$ cat config.mk
export PLATFORM = sky130hd
export DESIGN_NAME = spm_power_mode_ctrl
export DESIGN_NICKNAME = d
export VERILOG_FILES = /design/src/rtl/spm_pkg.sv /design/src/rtl/spm_power_mode_ctrl.sv /design/src/rtl/spm_tick_div.sv /design/src/rtl/spm_tick_sw.sv
export SDC_FILE = /design/constraint.sdc
export NUM_CORES = 1
export LEC_CHECK = 0
export ABC_AREA = 1
export BUFFER_PORTS_ARGS = -buffer_cell sky130_fd_sc_hd__buf_2
export CAP_MARGIN = 20
export CORE_MARGIN = 2
export CORE_UTILIZATION = 50
export CTS_CLUSTER_DIAMETER = 60
export DETAILED_ROUTE_END_ITERATION = 8
export PLACE_DENSITY_LB_ADDON = 0.08
export SYNTH_ARGS = -nofsm -noshare
export SYNTH_HDL_FRONTEND = slang
export SYNTH_SLANG_ARGS = --single-unit
$ cat constraint.sdc
create_clock -name aclk -period 2.2 [get_ports aclk]
set_input_delay 0.33 -clock aclk [delete_from_list [all_inputs] [get_ports aclk]]
set_output_delay 0.33 -clock aclk [all_outputs]
set_load 0.1 [all_outputs]
$ cat src/rtl/spm_pkg.sv
// Shared constants, register map and mode encoding for the core clock and power mode controller.
// Assumes a single 100 MHz bus clock; oscillators arrive as one-cycle tick strobes on that clock.
package spm_pkg;

	// Clock rates
	localparam int unsigned ACLK_HZ    = 100_000_000;
	localparam int unsigned FAST_RC_HZ = 8_000_000;
	localparam int unsigned LOW_RC_HZ  = 32_000;

	// Register map, byte addresses on a 4-bit AXI4-Lite address
	localparam int unsigned AXI_AW      = 4;
	localparam logic [3:0]  ADDR_CTRL   = 4'h0;
	localparam logic [3:0]  ADDR_STATUS = 4'h4;

	// Control register fields
	localparam int unsigned CTRL_W    = 9;
	localparam int unsigned CB_FS     = 0;
	localparam int unsigned CB_DIV    = 1;
	localparam int unsigned CB_DOZE   = 4;
	localparam int unsigned CB_KEEP   = 5;
	localparam int unsigned CB_BOD    = 6;
	localparam int unsigned CB_WDTEN  = 7;
	localparam int unsigned CB_WDTSUB = 8;
	localparam logic [8:0]  CTRL_RST  = 9'h001;

	// Status register fields
	localparam int unsigned ST_CUR_LOW = 7;
	localparam int unsigned ST_FAST_ON = 8;

	// Divider coding
	localparam int unsigned DIV_W       = 3;
	localparam int unsigned SHIFT_W     = 3;
	localparam int unsigned DIV_CNT_W   = 6;
	localparam logic [2:0]  SHIFT_FULL  = 3'h0;
	localparam logic [2:0]  SHIFT_BASE  = 3'h0;
	localparam logic [2:0]  DIV_LOW_MAX = 3'h1;
	localparam logic [2:0]  WDT_SHIFT   = 3'h2;

	// Bus answers
	localparam logic [1:0] RESP_OKAY   = 2'h0;
	localparam logic [1:0] RESP_SLVERR = 2'h2;

	// Wake-up settling of the fast oscillator, in fast ticks
	localparam int unsigned WAKE_SETTLE_DEF = 16;
	localparam int unsigned WAKE_CNT_W      = 8;

	typedef enum logic [6:0] {
		M_FULL  = 7'h01,
		M_LOW   = 7'h02,
		M_DOZE0 = 7'h04,
		M_DOZE1 = 7'h08,
		M_DEEP  = 7'h10,
		M_LIGHT = 7'h20,
		M_WAKE  = 7'h40
	} spm_mode_t;

	// Returns {use_low, shift}: fast select gives /1, divider 0..1 gives low clock, 2..7 gives /64../2
	function automatic logic [3:0] spm_decode_div(input logic fs, input logic [2:0] div);
		logic [3:0] r;
		r = {1'b0, SHIFT_FULL};
		if (!fs && div <= DIV_LOW_MAX) begin
			r = {1'b1, SHIFT_FULL};
		end else if (!fs) begin
			r = {1'b0, 3'(SHIFT_BASE - div)};
		end
		return r;
	endfunction : spm_decode_div

endpackage : spm_pkg

$ cat src/rtl/spm_power_mode_ctrl.sv
// Core clock selection, peripheral clock derivation and operating mode sequencing, with AXI4-Lite control.
// Assumes oscillator ticks and the halt and wake strobes are synchronous to aclk.
`timescale 1ns/1ps
`default_nettype none
// Summary of operation
// - Core clock is the fast clock or the low clock, by select bits.
// - Fast clock source is crystal or fast RC, fixed by a build option.
// - Full-speed core clock is fast clock divided by 1 to 64.
// - Substitute and periodic tick clocks come from the low RC oscillator.
// - After wake-up the CPU runs on the substitute clock until fast clock settles.
// - Switching core clock to low clock stops the fast oscillator.
// - Watchdog clock selects substitute clock or core clock divided by four.
// - Periodic tick clock feeds time base and timer modules.
// - Seven modes: two running, two doze, two sleep, one wake-up.
// - Full speed: CPU on divided fast clock, side clocks all running.
// - Low-speed run: CPU on low RC, fast clock off.
// - Halt with doze-on-halt low enters a sleep mode, CPU stopped.
// - Deep sleep stops CPU and all side clocks and disables the watchdog.
// - Brownout detect on forbids deep sleep.
// - Light sleep keeps substitute and watchdog-side clocks, stops tick clock.
// - Halt, doze on, keep off: doze with oscillator stopped, side clocks run.
// - Halt, doze on, keep on: doze with system oscillator still running.
// - Both doze modes stop CPU clock; timers keep working, watchdog too except on core/4 in doze with keep off.
// - Fast RC runs at nominal 8 MHz when selected.
// - Low clock comes from internal 32 kHz RC oscillator.
module spm_power_mode_ctrl
	import spm_pkg::*;
#(
	parameter bit          USE_CRYSTAL = 1'b0,
	parameter int unsigned WAKE_SETTLE = WAKE_SETTLE_DEF
) (
	input  wire logic              aclk,
	input  wire logic              aresetn,
	input  wire logic [AXI_AW-1:0] s_axi_awaddr,
	input  wire logic              s_axi_awvalid,
	output var  logic              s_axi_awready,
	input  wire logic [31:0]       s_axi_wdata,
	input  wire logic [3:0]        s_axi_wstrb,
	input  wire logic              s_axi_wvalid,
	output var  logic              s_axi_wready,
	output var  logic [1:0]        s_axi_bresp,
	output var  logic              s_axi_bvalid,
	input  wire logic              s_axi_bready,
	input  wire logic [AXI_AW-1:0] s_axi_araddr,
	input  wire logic              s_axi_arvalid,
	output var  logic              s_axi_arready,
	output var  logic [31:0]       s_axi_rdata,
	output var  logic [1:0]        s_axi_rresp,
	output var  logic              s_axi_rvalid,
	input  wire logic              s_axi_rready,
	input  wire logic              crystal_osc,
	input  wire logic              fast_rc_osc,
	input  wire logic              low_rc_osc,
	input  wire logic              halt_req,
	input  wire logic              wake_req,
	output var  logic              core_clock,
	output var  logic              cpu_clock,
	output var  logic              substitute_clock,
	output var  logic              watchdog_side_clock,
	output var  logic              periodic_tick_clock,
	output var  logic              wdt_clock,
	output var  logic              fast_osc_en,
	output var  logic              wdt_disable,
	output var  logic [6:0]        mode_status
);
	typedef struct packed {
		spm_mode_t             mode;
		logic [CTRL_W-1:0]     ctrl;
		logic                  fast_en;
		logic [WAKE_CNT_W-1:0] wake_cnt;
		logic                  aw_got;
		logic [AXI_AW-1:0]     aw_addr;
		logic                  w_got;
		logic [31:0]           w_data;
		logic [3:0]            w_strb;
		logic                  bvalid;
		logic [1:0]            bresp;
		logic                  rvalid;
		logic [31:0]           rdata;
		logic [1:0]            rresp;
		logic                  core_t;
		logic                  cpu_t;
		logic                  sub_t;
		logic                  wds_t;
		logic                  tbc_t;
		logic                  wdt_t;
	} spm_st_t;

	spm_st_t st_ff;
	spm_st_t nxt_st;

	logic                  fast_slow_select;
	logic [DIV_W-1:0]      core_div_select;
	logic                  doze_on_halt;
	logic                  core_clk_keep;
	logic                  brownout_detect_on;
	logic                  wdt_enable;
	logic                  wdt_src_sub;
	logic [3:0]            dec;
	logic                  req_low;
	logic                  fast_tick;
	logic                  fast_div_tick;
	logic                  core_src_tick;
	logic                  cur_low;
	logic                  core_quarter_tick;
	logic                  wdt_mux_tick;
	logic                  stop_mode;

	// Control fields
	assign fast_slow_select   = st_ff.ctrl[CB_FS];
	assign core_div_select    = st_ff.ctrl[CB_DIV +: DIV_W];
	assign doze_on_halt       = st_ff.ctrl[CB_DOZE];
	assign core_clk_keep      = st_ff.ctrl[CB_KEEP];
	assign brownout_detect_on = st_ff.ctrl[CB_BOD];
	assign wdt_enable         = st_ff.ctrl[CB_WDTEN];
	assign wdt_src_sub        = st_ff.ctrl[CB_WDTSUB];
	assign dec                = spm_decode_div(fast_slow_select, core_div_select);
	assign req_low            = dec[3];

	// A stopped oscillator gives no ticks; crystal or 8 MHz RC fixed at build time
	assign fast_tick = (USE_CRYSTAL ? crystal_osc : fast_rc_osc) & st_ff.fast_en;
	assign stop_mode = st_ff.mode inside {M_DOZE0, M_DOZE1, M_DEEP, M_LIGHT};

	spm_tick_div #(.CNT_W(DIV_CNT_W)) u_core_div (
		.aclk     (aclk),
		.aresetn  (aresetn),
		.tick_in  (fast_tick),
		.shift    (dec[2:0]),
		.tick_out (fast_div_tick)
	);

	spm_tick_sw u_core_sw (
		.aclk     (aclk),
		.aresetn  (aresetn),
		.tick_a   (fast_div_tick),
		.tick_b   (low_rc_osc),
		.sel      (req_low),
		.tick_out (core_src_tick),
		.cur_sel  (cur_low)
	);

	spm_tick_div #(.CNT_W(DIV_CNT_W)) u_wdt_div (
		.aclk     (aclk),
		.aresetn  (aresetn),
		.tick_in  (st_ff.core_t),
		.shift    (WDT_SHIFT),
		.tick_out (core_quarter_tick)
	);

	// Watchdog source change is glitch-free too; it waits for one tick of the old source
	spm_tick_sw u_wdt_sw (
		.aclk     (aclk),
		.aresetn  (aresetn),
		.tick_a   (core_quarter_tick),
		.tick_b   (st_ff.sub_t),
		.sel      (wdt_src_sub),
		.tick_out (wdt_mux_tick),
		.cur_sel  ()
	);

	// Mode sequencing, clock gating and the bus slave
	always_comb begin
		nxt_st = st_ff;
		case (st_ff.mode)
			M_FULL: begin
				nxt_st.fast_en = 1'b1;
				if (req_low) begin
					nxt_st.mode = M_LOW;
				end
			end
			M_LOW: begin
				nxt_st.fast_en = !cur_low;
				if (!req_low) begin
					nxt_st.mode    = M_FULL;
					nxt_st.fast_en = 1'b1;
				end
			end
			M_DOZE1: begin
				nxt_st.fast_en = st_ff.fast_en;
			end
			M_WAKE: begin
				nxt_st.fast_en = 1'b1;
				if (fast_tick) begin
					nxt_st.wake_cnt = st_ff.wake_cnt + 1'b1;
					if (st_ff.wake_cnt == WAKE_CNT_W'(WAKE_SETTLE - 1)) begin
						nxt_st.mode = M_FULL;
					end
				end
			end
			M_DOZE0, M_DEEP, M_LIGHT: begin
				nxt_st.fast_en = 1'b0;
			end
			default: begin
				nxt_st.mode = M_FULL;
			end
		endcase
		// Halt from a running mode picks the stop mode
		if (halt_req && (st_ff.mode inside {M_FULL, M_LOW})) begin
			if (doze_on_halt) begin
				nxt_st.mode = core_clk_keep ? M_DOZE1 : M_DOZE0;
			end else if (brownout_detect_on || (wdt_enable && wdt_src_sub)) begin
				nxt_st.mode = M_LIGHT;
			end else begin
				nxt_st.mode = M_DEEP;
			end
		end
		// Wake: low clock resumes directly, a stopped fast oscillator resumes via the substitute clock
		if (wake_req && stop_mode) begin
			nxt_st.wake_cnt = '0;
			if (req_low) begin
				nxt_st.mode = M_LOW;
			end else if (st_ff.mode == M_DOZE1 && st_ff.fast_en) begin
				nxt_st.mode = M_FULL;
			end else begin
				nxt_st.mode    = M_WAKE;
				nxt_st.fast_en = 1'b1;
			end
		end
		// Clock outputs; the CPU sees nothing in any stop mode
		nxt_st.core_t = core_src_tick && (st_ff.mode inside {M_FULL, M_LOW, M_DOZE1});
		nxt_st.cpu_t  = (core_src_tick && (st_ff.mode inside {M_FULL, M_LOW})) ||
			(low_rc_osc && st_ff.mode == M_WAKE);
		nxt_st.sub_t  = low_rc_osc && st_ff.mode != M_DEEP;
		nxt_st.wds_t  = low_rc_osc && st_ff.mode != M_DEEP;
		nxt_st.tbc_t  = low_rc_osc && !(st_ff.mode inside {M_DEEP, M_LIGHT});
		nxt_st.wdt_t  = wdt_mux_tick && wdt_enable && st_ff.mode != M_DEEP;

		// Write channel: address and data taken in either order, answered when both are in
		if (s_axi_awvalid && s_axi_awready) begin
			nxt_st.aw_got  = 1'b1;
			nxt_st.aw_addr = s_axi_awaddr;
		end
		if (s_axi_wvalid && s_axi_wready) begin
			nxt_st.w_got  = 1'b1;
			nxt_st.w_data = s_axi_wdata;
			nxt_st.w_strb = s_axi_wstrb;
		end
		if (st_ff.aw_got && st_ff.w_got) begin
			nxt_st.aw_got = 1'b0;
			nxt_st.w_got  = 1'b0;
			nxt_st.bvalid = 1'b1;
			nxt_st.bresp  = RESP_OKAY;
			if (st_ff.aw_addr == ADDR_CTRL) begin
				if (st_ff.w_strb[0]) begin
					nxt_st.ctrl[7:0] = st_ff.w_data[7:0];
				end
				if (st_ff.w_strb[1]) begin
					nxt_st.ctrl[CTRL_W-1:8] = st_ff.w_data[CTRL_W-1:8];
				end
			end else if (st_ff.aw_addr != ADDR_STATUS) begin
				nxt_st.bresp = RESP_SLVERR;
			end
		end
		if (st_ff.bvalid && s_axi_bready) begin
			nxt_st.bvalid = 1'b0;
		end
		// Read channel
		if (s_axi_arvalid && s_axi_arready) begin
			nxt_st.rvalid = 1'b1;
			nxt_st.rresp  = RESP_OKAY;
			nxt_st.rdata  = '0;
			if (s_axi_araddr == ADDR_CTRL) begin
				nxt_st.rdata[CTRL_W-1:0] = st_ff.ctrl;
			end else if (s_axi_araddr == ADDR_STATUS) begin
				nxt_st.rdata[6:0]        = st_ff.mode;
				nxt_st.rdata[ST_CUR_LOW] = cur_low;
				nxt_st.rdata[ST_FAST_ON] = st_ff.fast_en;
			end else begin
				nxt_st.rresp = RESP_SLVERR;
			end
		end else if (st_ff.rvalid && s_axi_rready) begin
			nxt_st.rvalid = 1'b0;
		end
	end

	// State register
	always_ff @(posedge aclk) begin
		if (!aresetn) begin
			st_ff         <= '0;
			st_ff.mode    <= M_FULL;
			st_ff.ctrl    <= CTRL_RST;
			st_ff.fast_en <= 1'b1;
		end else begin
			st_ff <= nxt_st;
		end
	end

	// Handshakes: one write and one read outstanding at a time
	assign s_axi_awready       = !st_ff.aw_got && !st_ff.bvalid;
	assign s_axi_wready        = !st_ff.w_got && !st_ff.bvalid;
	assign s_axi_arready       = !st_ff.rvalid;
	assign s_axi_bvalid        = st_ff.bvalid;
	assign s_axi_bresp         = st_ff.bresp;
	assign s_axi_rvalid        = st_ff.rvalid;
	assign s_axi_rdata         = st_ff.rdata;
	assign s_axi_rresp         = st_ff.rresp;
	assign core_clock          = st_ff.core_t;
	assign cpu_clock           = st_ff.cpu_t;
	assign substitute_clock    = st_ff.sub_t;
	assign watchdog_side_clock = st_ff.wds_t;
	assign periodic_tick_clock = st_ff.tbc_t;
	assign wdt_clock           = st_ff.wdt_t;
	assign fast_osc_en         = st_ff.fast_en;
	assign wdt_disable         = st_ff.mode == M_DEEP;
	assign mode_status         = st_ff.mode;
endmodule : spm_power_mode_ctrl
`default_nettype wire

$ cat src/rtl/spm_tick_div.sv
// Divides a tick strobe by a power of two.
// Assumes ticks are one-cycle strobes on aclk; a new ratio is taken only at a count wrap.
`timescale 1ns/1ps
`default_nettype none
module spm_tick_div
	import spm_pkg::*;
#(
	parameter int unsigned CNT_W = DIV_CNT_W
) (
	input  wire logic               aclk,
	input  wire logic               aresetn,
	input  wire logic               tick_in,
	input  wire logic [SHIFT_W-1:0] shift,
	output var  logic               tick_out
);
	typedef struct packed {
		logic [CNT_W-1:0]   cnt;
		logic [SHIFT_W-1:0] shift_cur;
		logic               out;
	} spm_div_st_t;

	spm_div_st_t st_ff;
	spm_div_st_t nxt_st;

	// Ratio changes wait for the wrap so no shortened period escapes
	always_comb begin
		nxt_st     = st_ff;
		nxt_st.out = 1'b0;
		if (tick_in) begin
			if (st_ff.cnt == ~({CNT_W{1'b1}} << st_ff.shift_cur)) begin
				nxt_st.out       = 1'b1;
				nxt_st.cnt       = '0;
				nxt_st.shift_cur = shift;
			end else begin
				nxt_st.cnt = st_ff.cnt + 1'b1;
			end
		end
	end

	// State register
	always_ff @(posedge aclk) begin
		if (!aresetn) begin
			st_ff <= '0;
		end else begin
			st_ff <= nxt_st;
		end
	end

	assign tick_out = st_ff.out;
endmodule : spm_tick_div
`default_nettype wire

$ cat src/rtl/spm_tick_sw.sv
// Glitch-free switch between two tick strobes.
// Assumes the old source keeps ticking until one of its ticks has passed after a change request.
`timescale 1ns/1ps
`default_nettype none
module spm_tick_sw (
	input  wire logic aclk,
	input  wire logic aresetn,
	input  wire logic tick_a,
	input  wire logic tick_b,
	input  wire logic sel,
	output var  logic tick_out,
	output var  logic cur_sel
);
	typedef enum logic [2:0] {
		SW_STEADY = 3'h1,
		SW_OLD    = 3'h2,
		SW_DROP   = 3'h4
	} spm_sw_ph_t;

	typedef struct packed {
		spm_sw_ph_t ph;
		logic       cur;
		logic       out;
	} spm_sw_st_t;

	spm_sw_st_t st_ff;
	spm_sw_st_t nxt_st;
	logic       cur_tick;

	// Old source ends on its own tick, first new tick is dropped: no interval below either period
	always_comb begin
		nxt_st     = st_ff;
		nxt_st.out = 1'b0;
		cur_tick   = st_ff.cur ? tick_b : tick_a;
		case (st_ff.ph)
			SW_STEADY: begin
				nxt_st.out = cur_tick;
				if (sel != st_ff.cur) begin
					nxt_st.ph = SW_OLD;
				end
			end
			SW_OLD: begin
				if (cur_tick) begin
					nxt_st.out = 1'b1;
					nxt_st.cur = ~st_ff.cur;
					nxt_st.ph  = SW_DROP;
				end
			end
			SW_DROP: begin
				if (cur_tick) begin
					nxt_st.ph = SW_STEADY;
				end
			end
			default: begin
				nxt_st.ph = SW_STEADY;
			end
		endcase
	end

	// State register
	always_ff @(posedge aclk) begin
		if (!aresetn) begin
			st_ff <= '{ph: SW_STEADY, cur: 1'b0, out: 1'b0};
		end else begin
			st_ff <= nxt_st;
		end
	end

	assign tick_out = st_ff.out;
	assign cur_sel  = st_ff.cur;
endmodule : spm_tick_sw
`default_nettype wire

==> key figures, run 1 <==
Status
  • Outcome: completed

Detailed routing
  • WL per Instance: 11.9 um
  • Detailed Route WL: between 8000 and 9000 um
  • DR pass1 iterations: 5
  • Vias/cell: 4.93
  • DR vias: between 3,000 and 4,000
  • Detail Route Antenna Nets: 0
  • DR iter-0 viols: between 100 and 150
  • DRC Markers: 0

Global routing
  • GRT Total Usage: roughly a fifth
  • Vias in the first global route: roughly 3,400
  • Initial antenna violation count: 0
  • Largest net degree at the start of global routing: 28
  • GR Overflow Total: 0
  • Global-route wire length before repair: 15,400 um

CTS
  • CTS tree: done
  • Num Clock Sinks: 88
  • H-tree Lvls: 3
  • Clock Tree Buf Depth: 2
  • Hold buffers post-CTS: 0
  • Post-CTS Setup Repair Bufs: 0
  • Clock-pin transition on the worst setup and hold timing paths: 0.09 ns
  • Root Buffer: clkbuf_8
  • Worst-Skew Late Latency: around 0.37 ns
  • CTS buffer count: 9

Layout
  • Highest-count cells in the layout ignoring fill and taps: dfxtp_1 (88), nor2_1 (86), inv_1 (79)
  • Post-layout nets: 701
  • Final Core Density: 56.0%
  • Final Cell Area: 4840 um^2
  • Most common cell after layout, fill and taps aside: dfxtp_1
  • Fillers: 848
  • Area Overhead vs Synth: 9.52%
  • Number of antenna diodes: 0
  • Share of cells above drive strength 1: a little under a fifth

Setup path
  • R2R setup slack: 0.47 ns
  • Slowest CP cell: clkbuf_4
  • Reg2reg end: mode_status[0]
  • FF-to-FF path depth: 10
  • CP peak stage delay: 0.41 ns
  • Worst setup SP type: flop
  • Endpoint class of the critical path: output port
  • Worst Path Arrival: 1.70 ns
  • RR Startpoint: core_div_select[1]
  • Crit-path cells: nor2_1 -> nand2_1 -> nor2_2 -> clkbuf_4
  • Worst EP required: 1.87 ns
  • Crit path max fanout: 5
  • Crit Path Class: reg2out

STA
  • Setup total negative slack: 0 ns
  • Final min period: 2.03 ns
  • Slew @ Worst Pin: ~0.57 ns
  • # setup viols final: 0
  • Max-slew violations: 0
  • Final hold vios: 0
  • Max Clk Rate: between 0.4 and 0.5 GHz
  • RSZ-0062 raised after global routing: no
  • Slew margin rel.: 62.0%
  • Tcrit/Tclk final: 92.5%
  • Fin Clk Skew: 0.00666 ns

Synthesis
  • Post-synth top area cell: dfxtp_1
  • Post-Syn Area: 4420 um^2
  • Yosys top cell area share: 39.9%
  • Number of synthesized flops with an enable pin: 0
  • Yosys warning total: 0
  • Cell variety after synth: 38
  • Avg Inst Size Synth: 7.39 um^2
  • Synth top area cells: dfxtp_1 (40%), buf_4 (7.5%), nor2_1 (7.5%), inv_1 (6.7%), nand2_1 (6.0%)
  • Flip-flop and latch count after synthesis: 88
  • Cells after synthesis: ~600
  • Post-synthesis sequential area ratio: 39.9%
  • Ys flop type: dfxtp_1
  • Asr flop ratio synth: 0%

Floorplanning
  • I/O pin count: 112
  • Die W: 98.0 um
  • Cell Rows: 34
  • Die Y: 98.0 um
  • Initial core utilization: about half
  • Core area: 8640 um^2
  • Total die area: 9600 um^2

Power and ir drop
  • P_sw: 1.95 mW
  • Switching share of power: 41.5%
  • Pwr/cell area: 972 nW/um^2
  • Logic gate share of total power: ~34%
  • Internal power: 2.75 mW
  • Clock power share: 27.8%
  • Part of the power in registers: 38.1%
  • Total power: 4.70 mW
  • Static Leak: 2.23 nW
  • Maximum VDD drop: 0.425 mV

Placed design
  • Dpl hpwl: 6940 um
  • Gpl congestion: 0.907
  • DP Area: 4600 um^2
  • Port buffer count: 60

Min path
  • Hold Path Sink: s_axi_bvalid
  • Min-delay src: s_axi_bready
  • Hold Path Class: in2reg
  • Hold Path Cell Cnt: 2

Run
  • Max Cap Violations: 0
==> registers in the layout (all words and copies together) (netlist names), 3 cells and up <==
| name | flops |
|---|---|
| st_ff | 27 |
| mode_status | 7 |
| u_core_sw.st_ff | 3 |
| u_wdt_div.st_ff | 7 |
| s_axi_rdata | 9 |
| u_wdt_sw.st_ff | 3 |
| u_core_div.st_ff | 9 |
| core_div_select | 3 |
==> how the worst max path moves through the flow <==
stage | slack (ns) | depth (start not counted) | startpoint | end
2_1_floorplan | 0.05 | 6 | s_axi_rvalid | s_axi_rdata[3]
3_3_place_gp | 0.50 | 4 | mode_status[2] | wdt_disable
3_5_place_dp | 0.47 | 4 | mode_status[2] | wdt_disable
4_1_cts | 0.06 | 4 | mode_status[2] | wdt_disable
5_1_grt | 0.07 | 4 | mode_status[1] | wdt_disable
6_report | 0.17 | 4 | mode_status[6] | wdt_disable
==> per-layer routing <==
layer / up-vias / GRT usage (%) / part of all wire [%]
li1: 1948 / - / -
met1: 1683 / 24.4 / 46
met2: 68 / 33.4 / 48
met3: 10 / 5.01 / 4.2
met4: 0 / 5.88 / 1.0
met5: - / 0 / 0
==> critical path, delay by kind of cell, from the launching register on <==
| kind | cells | cell delay [ns] |
|---|---|---|
| simple gates | 3 | 0.57 |
| buf+inv | 1 | 0.41 |
| flops | 1 | 0.36 |
==> power by group through the flow <==
stage / Clock (mW) / Sequential, mW / Combinational, mW
3_5_place_dp: 0 / 1.83 / 1.60
5_1_grt: 1.40 / 1.81 / 1.73
6_report: 1.31 / 1.79 / 1.60
3_3_place_gp: 0 / 1.83 / 1.58
4_1_cts: 1.34 / 1.79 / 1.61
2_1_floorplan: 0 / 1.90 / 1.36
==> repair_timing <==
item                                    4_1_cts  5_1_grt
hold endpoints to repair                      0        0
resized for setup                             0        1
endpoints found under the setup margin        0        1
==> per-stage QoR <==
step	instances	hold WS, ns	setup slack [ns]
floorplan	622	0.427	0.0543
global placement	736	0.441	0.496
detailed placement	736	0.451	0.472
CTS	752	0.126	0.0585
global route	752	0.124	0.0711
finish	752	0.138	0.166
==> Yosys cell counts, types with 2 or more instances <==
cell type,number
clkbuf_1,13
o221ai_1,9
a211oi_1,8
nor4_1,2
nand3_1,33
xnor2_1,2
xor2_1,11
nand2_4,4
nor3_1,17
nor3_4,2
nor2_1,88
inv_2,2
o21ai_0,36
nand2_2,10
ha_1,6
nand4_1,13
nor3b_1,3
inv_1,79
nor2_2,7
or2_2,2
a21oi_1,31
nor2_4,4
dfxtp_1,88
buf_4,44
nand2_1,71
==> cells by family after synthesis <==
family                     Yosys count  share of synthesized area (%)
and+or+nand+nor                    260                           28.1
buffers and inverters              139                           15.7
AOI/OAI and AO/OA                   91                           12.0
DFF                                 88                           39.9
xor gates and xnor gates            13                           2.58
adders and majority gates            6                           1.70
other                                1                         0.0849
==> layout make-up <==
class | count | area (um^2) | area share [%]
clock buffers | 11 | 151 | 3.13
clock inverters | 5 | 86.3 | 1.78
inverters | 81 | 304 | 6.29
multi-input cells | 395 | 2070 | 42.7
flip-flops and latches | 88 | 1760 | 36.4
well taps | 108 | 135 | 2.79
repair buffers | 64 | 333 | 6.88
Power figures use the tool's default switching activity.
==> run 2: changes to the inputs <==
Settings changed: CTS_BUF_LIST from default to sky130_fd_sc_hd__clkbuf_2 sky130_fd_sc_hd__clkbuf_4 sky130_fd_sc_hd__clkbuf_8, GPL_TIMING_DRIVEN from default to 0.
==> key figures, run 2 (synthesized netlist as in run 1, its figures left out) <==
Layout
  • Most common cell after layout, fill and taps aside: dfxtp_1
  • Largest Register: st_ff
  • Number of antenna diodes: 0
  • Highest-count cells in the layout ignoring fill and taps: dfxtp_1 (88), nor2_1 (86), inv_1 (79)
  • Register Area: approximately 1800 um^2
  • Area of the multi-input gates: 2070 um^2
  • Area Overhead vs Synth: 17.2%
  • Final Core Density: 60.0%
  • Post-Layout Cell Count: 805
  • Fillers: 851
  • Post-layout nets: between 700 and 800
  • Max reg flops: 27
  • Share of cells above drive strength 1: 22.5%

Setup path
  • Worst EP required: 1.87 ns
  • Worst setup SP type: flop
  • Crit path max fanout: 5
  • Crit Path Class: reg2out
  • Endpoint class of the critical path: output port
  • Worst Path Arrival: approximately 1.8 ns

Detailed routing
  • Detailed Route WL: slightly below 10,000 um
  • DR iter-0 viols: about 180
  • DRC Markers: 0
  • Detail Route Antenna Nets: 0
  • WL per Instance: 12.3 um
  • Vias/cell: between 4 and 5
  • DR vias: 3,869
  • DR pass1 iterations: 4

STA
  • # setup viols final: 0
  • Max-slew violations: 0
  • Final min period: 2.09 ns
  • Slew @ Worst Pin: 0.557 ns
  • RSZ-0062 raised after global routing: no
  • Final hold vios: 0
  • Setup ws final: 0.107 ns
  • Tcrit/Tclk final: 95.1%
  • Fin Clk Skew: 0.0140 ns
  • Setup total negative slack: 0 ns
  • Max Clk Rate: 0.478 GHz
  • Slew margin rel.: 62.9%

Min path
  • Hold Path Class: in2reg

CTS
  • Post-CTS Setup Repair Bufs: 0
  • CTS buffer count: 9
  • Clock-pin transition on the worst setup and hold timing paths: 0.10 ns
  • Num Clock Sinks: 88
  • Hold buffers post-CTS: 0
  • CTS tree: done
  • Worst-Skew Late Latency: 0.37 ns
  • Resized Gates After CTS: 0
  • H-tree Lvls: 3
  • Root Buffer: clkbuf_8
  • Clock Tree Buf Depth: 2

Floorplanning
  • Cell Rows: 34
  • Core area: 8640 um^2
  • I/O pin count: 112
  • Total die area: approximately 9600 um^2
  • Die Y: around 100 um
  • Die W: 98.0 um
  • Initial core utilization: 51.1%

Placed design
  • Worst slack, placed: 0.373 ns
  • Dpl hpwl: 7540 um
  • Port buffer count: 59
  • Placed cells: roughly 800
  • Gpl congestion: 0.942

Global routing
  • Largest net degree at the start of global routing: 16
  • Vias in the first global route: approximately 3,700
  • GR Overflow Total: 0
  • Global-route wire length before repair: 16,700 um
  • Initial antenna violation count: 0
  • GRT Total Usage: 21.3%

Power and ir drop
  • Total power: 4.78 mW
  • Static Leak: about 2.4 nW
  • Maximum VDD drop: 0.441 mV
  • Pwr/cell area: 923 nW/um^2

Run
  • Max Cap Violations: 0

Status
  • Outcome: completed
-- run 2: cell types whose count changed in the layout (fill, tap and decap cells not counted), sizes merged --
cell and change:
inv -1, clkinv -1, buf +40, clkinvlp +3
clkbuf +12
-- run 2: layout make-up --
class / count / share of cell area [%]
multi-input cells: 395 / 39.9
well taps: 108 / 2.61
flip-flops and latches: 88 / 34.0
inverters: 81 / 5.87
repair buffers: 59 / 5.75
clock inverters: 6 / 1.76
clock buffers: 10 / 2.54
plain buffers: 58 / 7.54
-- run 2: final timing paths --
check / from / end / slack, ns / cells past startpoint
hold / removal: s_axi_bready / s_axi_bvalid / 0.13 / 2
setup / recovery: mode_status[6] / wdt_disable / 0.11 / 4
hold reg to reg: st_ff[49] / st_ff[49] / 0.46 / 2
setup reg to reg: core_div_select[1] / mode_status[0] / 0.36 / 10
-- run 2: per-stage QoR --
| step | instance area, um^2 | hold slack, ns |
|---|---|---|
| after floorplan | 4520 | 0.427 |
| after global placement | 4950 | 0.444 |
| after detailed placement | 4950 | 0.451 |
| after CTS | 5170 | 0.124 |
| after global routing | 5180 | 0.129 |
| final | 5180 | 0.129 |
-- run 2: power breakdown --
part | switching (mW) | leakage, nW | internal (mW)
registers | 0.0942 | 0.718 | 1.70
clock network | 0.606 | 0.103 | 0.656
logic | 1.31 | 1.62 | 0.413
-- run 2: per-layer routing --
metal	vias to the layer above	global-route usage (%)	wire [um]
met5	-	0	0
met4	0	7.26	177
met3	14	4.01	459
met2	79	36.2	4660
met1	1723	27.1	4580
li1	2053	-	-
-- run 2: critical path, stage by stage, from the launching register on --
cell and delay (ns):
dfxtp_1 0.37, nor2_1 0.16, nand2_1 0.10, nor2_2 0.34
clkbuf_4 0.42
